$ cat src/include/fbgp_defines.svh
`ifndef FBGP_DEFINES_SVH
`define FBGP_DEFINES_SVH

// Register byte addresses on the Avalon-MM slave.
`define FBGP_ADDR_PIN_STATE   8'h00
`define FBGP_ADDR_DIRECTION   8'h04
`define FBGP_ADDR_LATCH       8'h08
`define FBGP_ADDR_ANALOG      8'h0C
`define FBGP_ADDR_PULLUP      8'h10
`define FBGP_ADDR_OPEN_DRAIN  8'h14
`define FBGP_ADDR_SLEW        8'h18
`define FBGP_ADDR_THRESHOLD   8'h1C
`define FBGP_ADDR_MCLR_CTRL   8'h20

// Field positions and widths.
`define FBGP_NUM_PINS         4
`define FBGP_PIN3_BIT         3
`define FBGP_OUT_PINS         3

// Reset values, each sized to its register: one, three or four bits.
`define FBGP_RST_DIRECTION    4'hF
`define FBGP_RST_LATCH        3'h7
`define FBGP_RST_ANALOG       3'h7
`define FBGP_RST_PULLUP       4'hF
`define FBGP_RST_OPEN_DRAIN   3'h0
`define FBGP_RST_SLEW         3'h7
`define FBGP_RST_THRESHOLD    4'hF
`define FBGP_RST_MCLR         1'h0

// Unmapped reads return this word.
`define FBGP_UNMAPPED_DATA    32'h0000_0000

`endif

$ cat src/include/fbgp_pkg.sv
package fbgp_pkg;
    // Slave handshake phase.
    typedef enum logic [0:0] {
        FBGP_IDLE,
        FBGP_DONE
    } fbgp_bus_state_type;

    typedef logic [3:0] fbgp_pins_type;
    typedef logic [2:0] fbgp_out_type;
endpackage

$ cat src/hdl/fbgp_port.sv
// Functional notes
// Direction one inputs, zero drives latch.
// Data read shows pins, write hits latch.
// Port write samples pins, then stores latch.
// Analog select forces digital reads to zero.
// Software keeps analog pins set as inputs.
// Pin 3 direction reads one, never drives.
// Open-drain bit makes pin sink only.
// Slew bit limits drive rate per pin.
// Threshold bit picks Schmitt or TTL input.
// Change thresholds only with peripherals disabled.
// Analog select never blocks digital output.
// Analog select resets to one, software clears.
// Pull-up follows its bit, off when output.
// Master clear forces pin 3 pull-up on.
// After reset, outputs come from port latch.
// Digital output keeps pin while analog set.
// Data register low nibble pins, upper zero.
// Reset values for all configuration registers.
`timescale 1ns/10ps
`include "fbgp_defines.svh"

module fbgp_port #(
    parameter int NUM_PINS = `FBGP_NUM_PINS
) (
    input  wire logic                    i_clk,
    input  wire logic                    i_arst_n,
    input  wire logic [7:0]              i_avs_address,
    input  wire logic                    i_avs_read,
    input  wire logic                    i_avs_write,
    input  wire logic [31:0]             i_avs_writedata,
    input  wire logic [3:0]              i_avs_byteenable,
    output logic      [31:0]             o_avs_readdata,
    output logic                         o_avs_waitrequest,
    input  wire fbgp_pkg::fbgp_pins_type i_pin_in,
    input  wire fbgp_pkg::fbgp_pins_type i_pin_schmitt,
    output fbgp_pkg::fbgp_out_type       o_pin_out,
    output fbgp_pkg::fbgp_out_type       o_pin_oe_n,
    output fbgp_pkg::fbgp_out_type       o_slew_limit,
    output fbgp_pkg::fbgp_pins_type      o_pullup_on,
    output fbgp_pkg::fbgp_pins_type      o_schmitt_sel,
    output fbgp_pkg::fbgp_out_type       o_analog_sel
);
    import fbgp_pkg::*;

    ////////////////////////////////////////////////////////////////////////////////
    // Declarations.

    fbgp_bus_state_type bus_state_q;     // Handshake phase of the slave.
    logic [31:0]        rdata_q;         // Registered read data.
    logic [3:0]         dir_q;           // Direction; bit 3 held at one.
    fbgp_out_type       latch_q;         // Output latch for pins 2..0.
    fbgp_out_type       analog_q;        // Analog select, pins 2..0.
    fbgp_pins_type      pullup_q;        // Stored pull-up bits.
    fbgp_out_type       odrain_q;        // Open-drain enables.
    fbgp_out_type       slew_q;          // Slew limit enables.
    fbgp_pins_type      thresh_q;        // One selects Schmitt input.
    logic               mclr_q;          // Master clear pin enable.
    fbgp_pins_type      ttl_meta_q;      // First synchroniser stage, TTL path.
    fbgp_pins_type      ttl_sync_q;      // Second synchroniser stage, TTL path.
    fbgp_pins_type      st_meta_q;       // First synchroniser stage, Schmitt path.
    fbgp_pins_type      st_sync_q;       // Second synchroniser stage, Schmitt path.
    fbgp_pins_type      pin_state;       // Digital pin state as software sees it.
    logic               wr_hit;          // Write accepted this cycle.
    logic               rd_hit;          // Read accepted this cycle.
    fbgp_out_type       pin_out_d;       // Next pin drive levels.
    fbgp_out_type       oe_n_d;          // Next output enables, low drives.
    fbgp_pins_type      pullup_d;        // Next pull-up controls.

    // Byte lane zero gates every register, none wider than four bits.
    function automatic logic lane0(input logic [3:0] be);
        return be[0];
    endfunction

    ////////////////////////////////////////////////////////////////////////////////
    // Pin input synchronisers; each threshold path passes two flops.

    always_ff @(posedge i_clk or negedge i_arst_n) begin
        if (!i_arst_n) begin
            ttl_meta_q <= 4'h0;
            ttl_sync_q <= 4'h0;
            st_meta_q  <= 4'h0;
            st_sync_q  <= 4'h0;
        end else begin
            ttl_meta_q <= i_pin_in;
            ttl_sync_q <= ttl_meta_q;
            st_meta_q  <= i_pin_schmitt;
            st_sync_q  <= st_meta_q;
        end
    end

    // Choose the threshold per pin and blank analog pins.
    always_comb begin
        for (int i = 0; i < NUM_PINS; i++) begin
            // threshold per pin
            pin_state[i] = thresh_q[i] ? st_sync_q[i] : ttl_sync_q[i];
        end
        for (int i = 0; i < 3; i++) begin
            // analog reads zero
            if (analog_q[i]) begin
                pin_state[i] = 1'b0;
            end
        end
    end

    ////////////////////////////////////////////////////////////////////////////////
    // Avalon-MM slave: waitrequest high for one cycle, answer on the second.

    // A request is taken in the cycle waitrequest is low.
    assign wr_hit = i_avs_write && (bus_state_q == FBGP_DONE);
    assign rd_hit = i_avs_read && (bus_state_q == FBGP_DONE);

    // The first cycle of each request gives time to prepare read data.
    always_ff @(posedge i_clk or negedge i_arst_n) begin
        if (!i_arst_n) begin
            bus_state_q <= FBGP_IDLE;
        end else begin
            case (bus_state_q)
                FBGP_IDLE: begin
                    if (i_avs_read || i_avs_write) begin
                        bus_state_q <= FBGP_DONE;
                    end
                end
                FBGP_DONE: begin
                    bus_state_q <= FBGP_IDLE;
                end
                default: begin
                    bus_state_q <= FBGP_IDLE;
                end
            endcase
        end
    end

    // Waitrequest is low only in the answering cycle.
    always_ff @(posedge i_clk or negedge i_arst_n) begin
        if (!i_arst_n) begin
            o_avs_waitrequest <= 1'b1;
        end else begin
            o_avs_waitrequest <= !((bus_state_q == FBGP_IDLE) && (i_avs_read || i_avs_write));
        end
    end

    // Read data is built while waitrequest is still high.
    always_ff @(posedge i_clk or negedge i_arst_n) begin
        if (!i_arst_n) begin
            rdata_q <= 32'h0000_0000;
        end else if (bus_state_q == FBGP_IDLE && i_avs_read) begin
            if (i_avs_address == `FBGP_ADDR_PIN_STATE) begin
                // read shows pins
                // upper bits zero
                rdata_q <= {28'h000_0000, pin_state};
            end else if (i_avs_address == `FBGP_ADDR_DIRECTION) begin
                // pin 3 reads one
                rdata_q <= {28'h000_0000, 1'b1, dir_q[2:0]};
            end else if (i_avs_address == `FBGP_ADDR_LATCH) begin
                rdata_q <= {29'h0000_0000, latch_q};
            end else if (i_avs_address == `FBGP_ADDR_ANALOG) begin
                rdata_q <= {29'h0000_0000, analog_q};
            end else if (i_avs_address == `FBGP_ADDR_PULLUP) begin
                rdata_q <= {28'h000_0000, pullup_q};
            end else if (i_avs_address == `FBGP_ADDR_OPEN_DRAIN) begin
                rdata_q <= {29'h0000_0000, odrain_q};
            end else if (i_avs_address == `FBGP_ADDR_SLEW) begin
                rdata_q <= {29'h0000_0000, slew_q};
            end else if (i_avs_address == `FBGP_ADDR_THRESHOLD) begin
                rdata_q <= {28'h000_0000, thresh_q};
            end else if (i_avs_address == `FBGP_ADDR_MCLR_CTRL) begin
                rdata_q <= {31'h0000_0000, mclr_q};
            end else begin
                rdata_q <= `FBGP_UNMAPPED_DATA;
            end
        end
    end

    assign o_avs_readdata = rdata_q;

    ////////////////////////////////////////////////////////////////////////////////
    // Configuration registers.

    // Direction; pin 3 bit is always written one so it can never be made an output.
    always_ff @(posedge i_clk or negedge i_arst_n) begin
        if (!i_arst_n) begin
            // direction reset
            dir_q <= `FBGP_RST_DIRECTION;
        end else if (wr_hit && lane0(i_avs_byteenable)
                     && i_avs_address == `FBGP_ADDR_DIRECTION) begin
            // pin 3 fixed input
            dir_q <= {1'b1, i_avs_writedata[2:0]};
        end
    end

    // Output latch, written from either the data or the latch address.
    always_ff @(posedge i_clk or negedge i_arst_n) begin
        if (!i_arst_n) begin
            // latch reset
            latch_q <= `FBGP_RST_LATCH;
        end else if (wr_hit && lane0(i_avs_byteenable)) begin
            if (i_avs_address == `FBGP_ADDR_PIN_STATE) begin
                // write goes latch
                // written bits 2..0 replace the sampled pins, so the latch takes them.
                latch_q <= i_avs_writedata[2:0];
            end else if (i_avs_address == `FBGP_ADDR_LATCH) begin
                latch_q <= i_avs_writedata[2:0];
            end
        end
    end

    // Analog selects power up set; digital reads need a clear first.
    always_ff @(posedge i_clk or negedge i_arst_n) begin
        if (!i_arst_n) begin
            // analog reset one
            analog_q <= `FBGP_RST_ANALOG;
        end else if (wr_hit && lane0(i_avs_byteenable)
                     && i_avs_address == `FBGP_ADDR_ANALOG) begin
            analog_q <= i_avs_writedata[2:0];
        end
    end

    // Remaining per-pin option registers.
    always_ff @(posedge i_clk or negedge i_arst_n) begin
        if (!i_arst_n) begin
            // option resets
            pullup_q <= `FBGP_RST_PULLUP;
            odrain_q <= `FBGP_RST_OPEN_DRAIN;
            slew_q   <= `FBGP_RST_SLEW;
            thresh_q <= `FBGP_RST_THRESHOLD;
            mclr_q   <= `FBGP_RST_MCLR;
        end else if (wr_hit && lane0(i_avs_byteenable)) begin
            if (i_avs_address == `FBGP_ADDR_PULLUP) begin
                pullup_q <= i_avs_writedata[3:0];
            end else if (i_avs_address == `FBGP_ADDR_OPEN_DRAIN) begin
                odrain_q <= i_avs_writedata[2:0];
            end else if (i_avs_address == `FBGP_ADDR_SLEW) begin
                slew_q <= i_avs_writedata[2:0];
            end else if (i_avs_address == `FBGP_ADDR_THRESHOLD) begin
                // A change here may glitch the read path; software orders it.
                thresh_q <= i_avs_writedata[3:0];
            end else if (i_avs_address == `FBGP_ADDR_MCLR_CTRL) begin
                mclr_q <= i_avs_writedata[0];
            end
        end
    end

    ////////////////////////////////////////////////////////////////////////////////
    // Pad drive. Analog select plays no part, so digital output survives it.

    always_comb begin
        for (int i = 0; i < 3; i++) begin
            // direction gates driver
            // latch is the source
            // analog ignored here
            // output keeps pin
            // open-drain sinks only
            if (dir_q[i]) begin
                oe_n_d[i]    = 1'b1;
                pin_out_d[i] = 1'b0;
            end else if (odrain_q[i]) begin
                oe_n_d[i]    = latch_q[i];
                pin_out_d[i] = 1'b0;
            end else begin
                oe_n_d[i]    = 1'b0;
                pin_out_d[i] = latch_q[i];
            end
        end
        for (int i = 0; i < NUM_PINS; i++) begin
            // off when output
            pullup_d[i] = pullup_q[i] && dir_q[i];
        end
        // master clear pull-up
        pullup_d[3] = pullup_q[3] || mclr_q;
    end

    // Every pad control leaves from a flop.
    always_ff @(posedge i_clk or negedge i_arst_n) begin
        if (!i_arst_n) begin
            o_pin_out     <= 3'h0;
            o_pin_oe_n    <= 3'h7;
            o_slew_limit  <= `FBGP_RST_SLEW;
            o_pullup_on   <= `FBGP_RST_PULLUP;
            o_schmitt_sel <= `FBGP_RST_THRESHOLD;
            o_analog_sel  <= `FBGP_RST_ANALOG;
        end else begin
            o_pin_out     <= pin_out_d;
            o_pin_oe_n    <= oe_n_d;
            // slew per pin
            o_slew_limit  <= slew_q;
            o_pullup_on   <= pullup_d;
            o_schmitt_sel <= thresh_q;
            o_analog_sel  <= analog_q;
        end
    end
endmodule // fbgp_port

$ cat config.mk
export PLATFORM = sky130hd
export DESIGN_NAME = fbgp_port
export DESIGN_NICKNAME = d
export VERILOG_FILES = /design/src/include/fbgp_pkg.sv /design/src/hdl/fbgp_port.sv
export VERILOG_INCLUDE_DIRS = /design/src /design/src/include
export SDC_FILE = /design/constraint.sdc
export NUM_CORES = 1
export LEC_CHECK = 0
export BUFFER_PORTS_ARGS = -buffer_cell sky130_fd_sc_hd__buf_2
export CAP_MARGIN = 20
export CELL_PAD_IN_SITES_DETAIL_PLACEMENT = 1
export CELL_PAD_IN_SITES_GLOBAL_PLACEMENT = 2
export CORE_ASPECT_RATIO = 2
export CORE_UTILIZATION = 33
export CTS_CLUSTER_SIZE = 30
export DETAILED_ROUTE_END_ITERATION = 6
export GPL_TIMING_DRIVEN = 1
export PLACE_DENSITY_LB_ADDON = 0.12
export RECOVER_POWER = 100
export REMOVE_ABC_BUFFERS = 1
export SLEW_MARGIN = 5
export SYNTH_ARGS = -nofsm -noshare
export SYNTH_HDL_FRONTEND = slang
export SYNTH_SLANG_ARGS = --single-unit
$ cat constraint.sdc
create_clock -name i_clk -period 3.7 [get_ports i_clk]
set_clock_uncertainty 0.05 [all_clocks]
set_input_delay 0.37 -clock i_clk [delete_from_list [all_inputs] [get_ports i_clk]]
set_output_delay 0.37 -clock i_clk [all_outputs]
set_load 0.005 [all_outputs]
### After elaboration in Yosys (flattened, before gate mapping)

Cells that the tools add are included.

| word-level totals | value |
|---|---|
| flip-flop bits (word level) | 94 |
| word-level logic and storage cells | 86 |
| output and inout bits | 53 |
| RAM bits | 0 |
| latch bits | 0 |
| memory bits (read-only) | 0 |
| memories kept | 0 |
| bits of input ports | 56 |

| cells by class | value |
|---|---|
| add/sub/neg operators | 0 |
| $lt $le $gt $ge | 0 |
| equality and inequality tests | 8 |
| div/mod/pow operators | 0 |
| $mul | 0 |
| muxes and demuxes | 32 |
| shifts and indexed selects | 0 |
| bitwise gates (word level) | 5 |
| reduce and logical (&&, ||, !) cells | 20 |

Operators with widths:

| cell | number |
|---|---|
| 8-bit by 5-bit equality test with 1-bit output, second input constant | 4 |
| 4-bit two-way mux | 8 |
| 1-bit two-way mux | 21 |
| 8-bit by 4-bit equality test with 1-bit output, second input constant | 2 |
| 1-bit logical AND | 9 |
| 8-bit by 3-bit equality test with 1-bit output, second input constant | 1 |
| 8-bit by 6-bit equality test with 1-bit output, second input constant | 1 |
| 8-bit logical NOT | 1 |
| 3-bit two-way mux | 2 |
| 6-bit AND reduction | 1 |
| 1-bit inverter | 5 |
| 5-bit AND reduction | 1 |
| 2-bit AND reduction | 2 |
| 4-bit AND reduction | 1 |
| 3-bit AND reduction | 1 |
| 1-bit logical OR | 2 |
| 1-bit case mux with 2 select lines | 1 |
| 2-bit nonzero test | 1 |
| 1-bit logical NOT | 1 |

### Longest topological paths before layout

Gate-level depths: netlist of run 1.

| logic depth | value |
|---|---|
| depth after elaboration | 10 |
| depth in mapped cells | 7 |
| depth with buffers taken out | 5 |

### Worst setup path after synthesis of run 1

Ideal clock, no wire load.

| path | value |
|---|---|
| path type | input to register |
| from | in i_avs_address[2] |
| to | reg rdata_q[2], in the netlist o_avs_readdata[2] |
| setup time | 126 ps |
| stages on the path | 5 |
| setup slack | 1914 ps |
| data required time | 3524 ps |
| arrival time | 1610 ps |
| path buffers | 1 |
| cell sequence | buf_2 mux4_2 a22o_1 a221oi_1 o21ai_1 |

| between the ends | value |
|---|---|
| word-level cells in the longest chain between the ends | 9 |
| elaborated cells on any way between the ends | 16 |
| those cells by class | 7 x eq/ne; 8 x mux; 1 x reduce/logical |

Ends and longest elaborated chain:

| element | RTL line | RTL |
|---|---|---|
| start: declaration | fbgp_port.sv:28 | `input wire logic [7:0] i_avs_address,` |
| 8-bit by 5-bit equality test with 1-bit output (no line) | - |  |
| 4-bit two-way mux | fbgp_port.sv:165 | `` end else if (i_avs_address == `FBGP_ADDR_THRESHOLD) begin `` |
| 4-bit two-way mux | fbgp_port.sv:163 | `` end else if (i_avs_address == `FBGP_ADDR_SLEW) begin `` |
| 4-bit two-way mux | fbgp_port.sv:161 | `` end else if (i_avs_address == `FBGP_ADDR_OPEN_DRAIN) begin `` |
| 4-bit two-way mux | fbgp_port.sv:159 | `` end else if (i_avs_address == `FBGP_ADDR_PULLUP) begin `` |
| 4-bit two-way mux | fbgp_port.sv:157 | `` end else if (i_avs_address == `FBGP_ADDR_ANALOG) begin `` |
| 4-bit two-way mux | fbgp_port.sv:155 | `` end else if (i_avs_address == `FBGP_ADDR_LATCH) begin `` |
| 4-bit two-way mux | fbgp_port.sv:152 | `` end else if (i_avs_address == `FBGP_ADDR_DIRECTION) begin `` |
| 4-bit two-way mux * | fbgp_port.sv:148 | `` if (i_avs_address == `FBGP_ADDR_PIN_STATE) begin `` |
| end signal: assignment | fbgp_port.sv:154 | `rdata_q <= {28'h000_0000, 1'b1, dir_q[2:0]};` |
| end signal: assignment | fbgp_port.sv:156 | `rdata_q <= {29'h0000_0000, latch_q};` |
| end signal: assignment | fbgp_port.sv:158 | `rdata_q <= {29'h0000_0000, analog_q};` |
| end: declaration | fbgp_port.sv:50 | `logic [31:0] rdata_q;` |

Every way passes the cells marked *; elsewhere a longest branch is shown, timed or not.
A chain may end at the register's enable or synchronous reset.

### Final worst setup path of run 1

| path | value |
|---|---|
| from | in i_avs_address[2] |
| to | reg pullup_q[2] |

| between the ends | value |
|---|---|
| word-level cells in the longest chain between the ends | 2 |

Ends and longest elaborated chain:

| element | RTL line | RTL |
|---|---|---|
| 8-bit by 5-bit equality test with 1-bit output (no line) | - |  |
| 2-bit AND reduction (no line) | - |  |
| end signal: assignment | fbgp_port.sv:223 | `` pullup_q <= `FBGP_RST_PULLUP; `` |
| end signal: assignment | fbgp_port.sv:230 | `pullup_q <= i_avs_writedata[3:0];` |
| end: declaration | fbgp_port.sv:54 | `fbgp_pins_type pullup_q;` |

No other way between the ends.

==> results of run 1 <==
-- worst max-delay path, cell delays in order --
cell	delay (ns)
clkbuf_1	0.40
nor4_1	0.83
and2_0	0.26
nand2_1	0.22
mux2_1	0.39
-- Yosys cell counts, drive strengths merged (3+ instances only) --
cell and number:
dfstp 38, nor3 4, mux2i 5, dfrtp 28, nor2 9, nor3b 3, nand2b 5, nand3 3
buf 30, mux2 25, nand2 11, nor4 3, a21o 3, and2 7, o21ai 4
-- registers in the layout, summed over array words and instances (netlist names), 4 cells and up --
register        flops
o_pullup_on         4
st_sync_q           4
st_meta_q           4
o_avs_readdata      4
ttl_sync_q          4
ttl_meta_q          4
o_schmitt_sel       4
thresh_q            4
pullup_q            4
-- layout make-up --
cell class | instances | area (µm²)
Tap cell | 98 | 122.6
Clock inverter | 4 | 72.57
Timing Repair Buffer | 50 | 234.0
Sequential cell | 66 | 1699
Clock buffer | 12 | 266.5
Multi-Input combinational cell | 140 | 983.4
Inverter | 2 | 7.507
Fill cell | 917 | 4906
-- worst min path at each step --
| stage | startpoint | to | slack (ns) | cells past startpoint |
|---|---|---|---|---|
| 3_5_place_dp | st_meta_q[2] | st_sync_q[2] | 0.29 | 0 |
| 3_3_place_gp | st_meta_q[3] | st_sync_q[3] | 0.28 | 0 |
| 2_1_floorplan | i_arst_n | bus_state_q | 0.02 | 0 |
| 4_1_cts | i_pin_in[3] | ttl_meta_q[3] | 0.08 | 1 |
| 5_1_grt | i_pin_schmitt[3] | st_meta_q[3] | 0.08 | 1 |
| 6_report | i_pin_in[3] | ttl_meta_q[3] | 0.09 | 1 |
-- kinds of logic after synthesis --
logic type,Yosys count
flip-flops,66
AND/OR/NAND/NOR,56
buffers and inverters,33
multiplexers,32
AO/OA/AOI/OAI,24
other,1
-- power by group through the flow --
| stage | sequential (mW) | clock [mW] | combinational [mW] |
|---|---|---|---|
| floorplan | 0.770 | 0 | 0.0351 |
| global placement | 0.772 | 0 | 0.0920 |
| detailed placement | 0.773 | 0 | 0.0931 |
| CTS | 0.762 | 0.967 | 0.0933 |
| global route | 0.761 | 0.988 | 0.101 |
| finish | 0.759 | 0.938 | 0.0869 |
-- layer usage --
layer	wire length (µm)	GRT usage [%]	share of wire, %
met2	3524	27.45	56
met4	138	8.156	2.2
met5	0	0	0
met3	244	3.938	3.9
met1	2387	17.79	38
==> summary.md, run 1 <==
| Metric | Value |
|---|---|
| Synth area leader | `dfstp_2` |
| Syn avg cell area | `~13 µm²` |
| Final setup fails | `0` |
| Final worst-path cycle share | `roughly 60%` |
| Final count of hold timing violations | `0` |
| Post-layout min period | `2.276 ns` |
| Layout Cell Area excl Fill | `approximately 3400 µm²` |
| Synth area leaders | `dfstp_2 35%, dfrtp_1 25%, mux2_1 9.9%` |
| Worst Path Max Fanout | `18` |
| Critical Path Sink | `pullup_q[2]` |
| Post-CTS sizing | `0` |
| Peak VDD IR | `0.0004090 V` |
| Initial Utilization | `about 34%` |
| Total Routing Usage GR | `16.13%` |
| Vias in the first global route | `1882` |
| Drt first pass iters | `4` |
| YS warnings | `0` |
| Width of the chip | `around 68 µm` |
| Final Total Pwr | `between 1.5 and 2 mW` |
| Fmax achieved | `roughly 440 MHz` |
| Clock power frac | `52.6%` |
| Cell Area, Placed | `around 3100 µm²` |
| Fraction of layout cells with a size suffix above 1 | `29.56%` |
| Commonest non-fill, non-tap cell in the layout | `buf_2` |
| Crit Path Class | `in -> reg` |
| Simple-Gate Fraction of Synth Area | `12.45%` |
| Seq pwr share | `42.6%` |
| Num CTS Buffers | `9` |
| Clk slew on worst S/H paths | `around 0.060 ns` |
| R2r startpoint | `thresh_q[0]` |
| DP Worst Slack | `1.486 ns` |
| Endpoint class of the critical path | `flip-flop` |
| Grt ovf | `0` |
| Post-Syn Area | `2845 µm²` |
| Iteration-0 DRC count of the detailed router | `53` |
| Routed Antenna Nets | `0` |
| Yosys top cell area share | `roughly a third` |
| Fin nets | `325` |
| Leak | `1.551 nW` |
| Bufs on Longest Clock Path | `2` |
| Core area | `a little over 8000 µm²` |
| Hold buffer count at CTS | `0` |
| Yosys reg bits | `66` |
| Synth Area in XOR/XNOR | `0%` |
| Reg2Reg Setup Slack | `1.91 ns` |
| RSZ-0062 raised after global routing | `false` |
| Worst-Margin Slew | `~1.8 ns` |
| Status | `finished, violations left` |
| Max-slew violations | `36` |
| Crit path from | `i_avs_address[2]` |
| CTS root buf | `clkbuf_16` |
| Area Overhead vs Synth | `19.00%` |
| Worst skew pair latency | `between 0.3 and 0.4 ns` |
| Combinational power share | `between 4 and 5%` |
| TritonCTS clock tree | `done` |
| Largest net degree at the start of global routing | `36` |
| Slew HR | `-23.09%` |
| Residual DRC | `0` |
| Switching power | `0.3646 mW` |
| Placed cell count | `356` |
| Clk sinks | `66` |
| Critical Path Source Type | `primary input` |
| Complex-gate fraction of the synthesized area | `6.332%` |
| Routability cong. | `0.7482` |
| Number of standard cells after synthesis | `212` |
| First-pass GRT wire length | `between 10 and 15 mm` |
| Mux share of post-synthesis cell area | `13.24%` |
| Setup TNS Final | `0 ns` |
| Final WS setup | `1.424 ns` |
| Die Ht | `approximately 130 µm` |
| Total number of vias | `1779` |
| # IOs | `about 110` |
| Max Cap Viol | `1` |
| Top_reg_cell synth | `dfstp_2` |
| Die area | `9019 µm²` |
| Wire length per cell | `between 15 and 20 µm` |
| Commonest non-fill, non-tap cells in the layout | `36 x buf_2, 28 x conb_1, 28 x dfrtp_1` |
| Postcts setup bufs | `0` |
| R2R depth | `5` |
| Number of flops mapped to enable cells by yosys | `0` |
| Synth Area in Adders | `0%` |
| Row cnt | `47` |
| RR Endpoint | `o_avs_readdata[0]` |
| DR vias/cell | `about 4.8` |
| Largest family of logic cells by synthesized area | `multiplexers` |
| Final Core Density | `40.83%` |
| Failing checks | `max-capacitance violations, max-slew violations` |
| Int Pwr | `1.420 mW` |
| Sw Ratio | `20.43%` |
| Tightest Hold Check Type | `in -> reg` |
| Total wire length | `about 6.3 mm` |
| Initial antenna violation count | `0` |
| H-tree levels | `3` |
| Non-Filler Instances | `372` |
| Fin Hold WS | `around 0.094 ns` |
| Post-synth ARST share | `100.0%` |
| Netlist cell types | `47` |
| Cell Pwr Density | `527.1 nW/µm²` |
| Post-DP HPWL | `approximately 4.7 mm` |
| Seq/Total Area, Yosys | `around 60%` |
| Required @ worst endpoint | `3.90 ns` |
| Critical path arrival | `2.48 ns` |
| Diodes inserted | `0` |
| Port Buffer Count | `49` |
Note: power is estimated with default switching activity, not from simulation.
==> run 2: changes to the inputs <==
Settings changed: ABC_AREA set to 1, CORE_UTILIZATION 33 to 25.
Clock period 3.7 ns to 1.9 ns, I/O delays scaled along.
==> run 2 against run 1 <==
  * The run now ends clean
  * Final cell count is 34% higher
  * Wire length is 11% higher
  * Sequential power is 96% higher
  * Area after synthesis is 2.7% lower
  * First-iteration DRC count is 5.7% lower
  * Die area is 28% higher
  * Hold slack worse by 0.077 ns
  * Critical path type is now in -> async
  * Critical endpoint is now latch_q[2]
  * Highest routed layer unchanged
==> summary.md, run 2 <==
| Metric | Value |
|---|---|
| Worst-Margin Slew | `0.6437 ns (was 1.846 ns)` |
| RR Endpoint | `thresh_q[1] (was o_avs_readdata[0])` |
| Cell Area, Placed | `3133 µm² (was 3098 µm²)` |
| Clk slew on worst S/H paths | `0.06 ns (about the same)` |
| Max stage delay on crit path | `0.54 ns (was 0.83 ns)` |
| Die area | `11520 µm² (was 9019 µm²)` |
| Non-Filler Instances | `500 (was 372)` |
| Postcts setup bufs | `0 (unchanged)` |
| Row cnt | `54 (was 47)` |
| Residual DRC | `0 (unchanged)` |
| Grt ovf | `0 (unchanged)` |
| Yosys reg bits | `66 (unchanged)` |
| Setup TNS Final | `0 ns (unchanged)` |
| Iteration-0 DRC count of the detailed router | `50 (was 53)` |
| Hold path endpoint | `o_avs_waitrequest (was ttl_meta_q[3])` |
| Hold-critical path depth | `2 (was 1)` |
| Fin nets | `411 (was 325)` |
| DR vias/cell | `4.074 (was 4.782)` |
| Cell count along the critical path | `3 (was 5)` |
| Netlist cell types | `26 (was 47)` |
| Crit-path leading delay family | `buffers and inverters (was simple AND/OR/NAND/NOR gates)` |
| First-pass GRT wire length | `11.14 mm (was 10.18 mm)` |
| Total Routing Usage GR | `13.32% (was 16.13%)` |
| Synth area leaders | `dfstp_2 36%, dfrtp_1 25%, nand2_1 7.9% (was dfstp_2 35%, dfrtp_1 25%, mux2_1 9.9%)` |
| Wire length per cell | `14.02 µm (was 16.92 µm)` |
| Total wire length | `7.011 mm (was 6.294 mm)` |
| Synth top cells by count | `58 x nand2_1, 38 x dfstp_2, 30 x inv_1 (was 38 x dfstp_2, 28 x buf_4, 28 x dfrtp_1)` |
| Post-synth ARST share | `100.0% (unchanged)` |
| Tightest Hold Check Type | `in -> reg (unchanged)` |
| CTS root buf | `clkbuf_16 (unchanged)` |
| Leak | `1.653 nW (was 1.551 nW)` |
| Seq/Total Area, Yosys | `61.39% (was 59.72%)` |
| Endpoint class of the critical path | `async pin (was flip-flop)` |
| Syn avg cell area | `9.849 µm² (was 13.42 µm²)` |
| Final worst-path cycle share | `74.39%` |
| Initial antenna violation count | `0 (unchanged)` |
| Total number of vias | `2037 (was 1779)` |
| Core area | `10810 µm² (was 8292 µm²)` |
| Slew HR | `57.09% (was -23.09%)` |
| YS warnings | `0 (unchanged)` |
| Crit Path Class | `in -> async (was in -> reg)` |
| Number of standard cells after synthesis | `281 (was 212)` |
| Status | `complete, no violations (was finished, violations left)` |
| Number of flops mapped to enable cells by yosys | `0 (unchanged)` |
| Layout Cell Area excl Fill | `3528 µm² (was 3386 µm²)` |
| Max-slew violations | `0 (was 36)` |
| Peak VDD IR | `0.0007102 V (was 0.0004090 V)` |
| Drt first pass iters | `4 (unchanged)` |
| Max Cap Viol | `0 (was 1)` |
| Diodes inserted | `0 (unchanged)` |
| Bufs on Longest Clock Path | `2 (unchanged)` |
| HP Start | `i_avs_write (was i_pin_in[3])` |
| Worst skew pair latency | `0.33 ns (about the same)` |
| Cell mode on critical path | `clkbuf_2` |
| RSZ-0062 raised after global routing | `false (unchanged)` |
| Cell Pwr Density | `1018 nW/µm² (was 527.1 nW/µm²)` |
| Placed cell count | `475 (was 356)` |
| Slowest cell on the critical path | `clkbuf_2 (was nor4_1)` |
| Worst Path Max Fanout | `23 (was 18)` |
| Port Buffer Count | `49 (unchanged)` |
| R2R depth | `4 (was 5)` |
| Post-Syn Area | `2768 µm² (was 2845 µm²)` |
| CP bufs+invs | `3 (was 1)` |
| Count leader, synth | `nand2_1 (was dfstp_2)` |
| Synth area leader | `dfstp_2 (unchanged)` |
| Fmax achieved | `707.5 MHz` |
| Final Total Pwr | `3.591 mW (was 1.785 mW)` |
| Routability cong. | `0.7844 (was 0.7482)` |
| Required @ worst endpoint | `2.27 ns (was 3.90 ns)` |
| Final WS setup | `0.4866 ns (was 1.424 ns)` |
| Commonest non-fill, non-tap cells in the layout | `59 x nand2_1, 37 x buf_2, 30 x inv_1 (was 36 x buf_2, 28 x conb_1, 28 x dfrtp_1)` |
| TritonCTS clock tree | `done (unchanged)` |
| Fraction of layout cells with a size suffix above 1 | `25.28% (was 29.56%)` |
| Width of the chip | `76.40 µm (was 67.66 µm)` |
| Die Ht | `150.8 µm (was 133.3 µm)` |
| Critical Path Source Type | `primary input (unchanged)` |
| Final setup fails | `0 (unchanged)` |
| Vias in the first global route | `2125 (was 1882)` |
| Crit-path cells | `dlygate4sd3_1 > clkbuf_2 > clkbuf_2 (was clkbuf_1 > nor4_1 > and2_0 > nand2_1 > mux2_1)` |
| H-tree levels | `3 (unchanged)` |
| Post-DP HPWL | `5.384 mm (was 4.694 mm)` |
| Routed Antenna Nets | `0 (unchanged)` |
| Clk sinks | `66 (unchanged)` |
| Largest net degree at the start of global routing | `24 (was 36)` |
| DP Worst Slack | `0.4082 ns (was 1.486 ns)` |
| # IOs | `109 (unchanged)` |
| Area Overhead vs Synth | `27.49% (was 19.00%)` |
| Post-layout min period | `1.413 ns` |
| Top_reg_cell synth | `dfstp_2 (unchanged)` |
| Yosys top cell area share | `36.08% (was 35.09%)` |
| Critical path arrival | `1.79 ns (was 2.48 ns)` |
| R2r startpoint | `bus_state_q (was thresh_q[0])` |
| Num CTS Buffers | `9 (unchanged)` |
| Initial Utilization | `25.60% (was 34.31%)` |
| Final count of hold timing violations | `0 (unchanged)` |
| Commonest non-fill, non-tap cell in the layout | `nand2_1 (was buf_2)` |
| Fin Hold WS | `0.01683 ns (was 0.09389 ns)` |
| Final Core Density | `32.64% (was 40.83%)` |
| Reg2Reg Setup Slack | `0.52 ns (was 1.91 ns)` |
[run 2: changes by cell type in the layout (fill, tap and decap cells not counted), sizes merged, moves of 3 or more]
cell	before	now
nand2	11	62
inv	2	30
mux2	25	0
nor2	9	31
o21ai	4	24
nand3	3	16
dlygate4sd3	0	9
and2	7	1
nand2b	5	0
buf	37	41
mux2i	5	2
nor4	3	0
[run 2: timing repair]
| item | CTS | global route |
|---|---|---|
| endpoints found under the hold margin | 13 | 0 |
| hold buffers | 9 | 0 |
| resized for setup | 0 | 0 |
[run 2: layer usage]
layer	vias to the layer above	global-route usage (%)	share of wire, %
li1	982	-	-
met1	989	13.15	37
met2	57	25.50	57
met3	9	2.711	3.7
met4	0	7.500	2.3
met5	-	0	0
[run 2: area by class of cell]
| cell class | count | area (µm²) |
|---|---|---|
| tap | 140 | 175.2 |
| inverter | 31 | 116.4 |
| clock buffer | 10 | 229.0 |
| clock inverter | 6 | 115.1 |
| multi-input combinational | 182 | 829.5 |
| timing repair buffer | 65 | 364.1 |
| fill | 1296 | 7282 |
| sequential | 66 | 1699 |
[run 2: where the power goes]
part	switching [mW]	total, mW	internal, mW
clock network	0.623	1.91	1.29
logic	0.120	0.193	0.0730
registers	0.0245	1.49	1.46
[run 2: cell families (layout without fill, tap and decap cells)]
logic type             after synthesis  after routing  synth area share (%)
and+or+nand+nor                    119            119                 18.81
DFF                                 66             66                 61.39
buffers and inverters               60            112                 12.21
AOI/OAI and AO/OA                   33             33                 6.736
muxes                                2              2                0.7234
other                                1             28                0.1355
[run 2: how the worst max path moves through the flow]
stage	from	end	slack (ns)
2_1_floorplan	i_avs_address[5]	o_avs_readdata[0]	0.68
6_report	i_arst_n	latch_q[2]	0.49
3_5_place_dp	i_avs_address[5]	o_avs_readdata[2]	0.41
4_1_cts	bus_state_q	thresh_q[1]	0.45
3_3_place_gp	i_avs_address[5]	o_avs_readdata[2]	0.43
5_1_grt	i_arst_n	odrain_q[1]	0.31
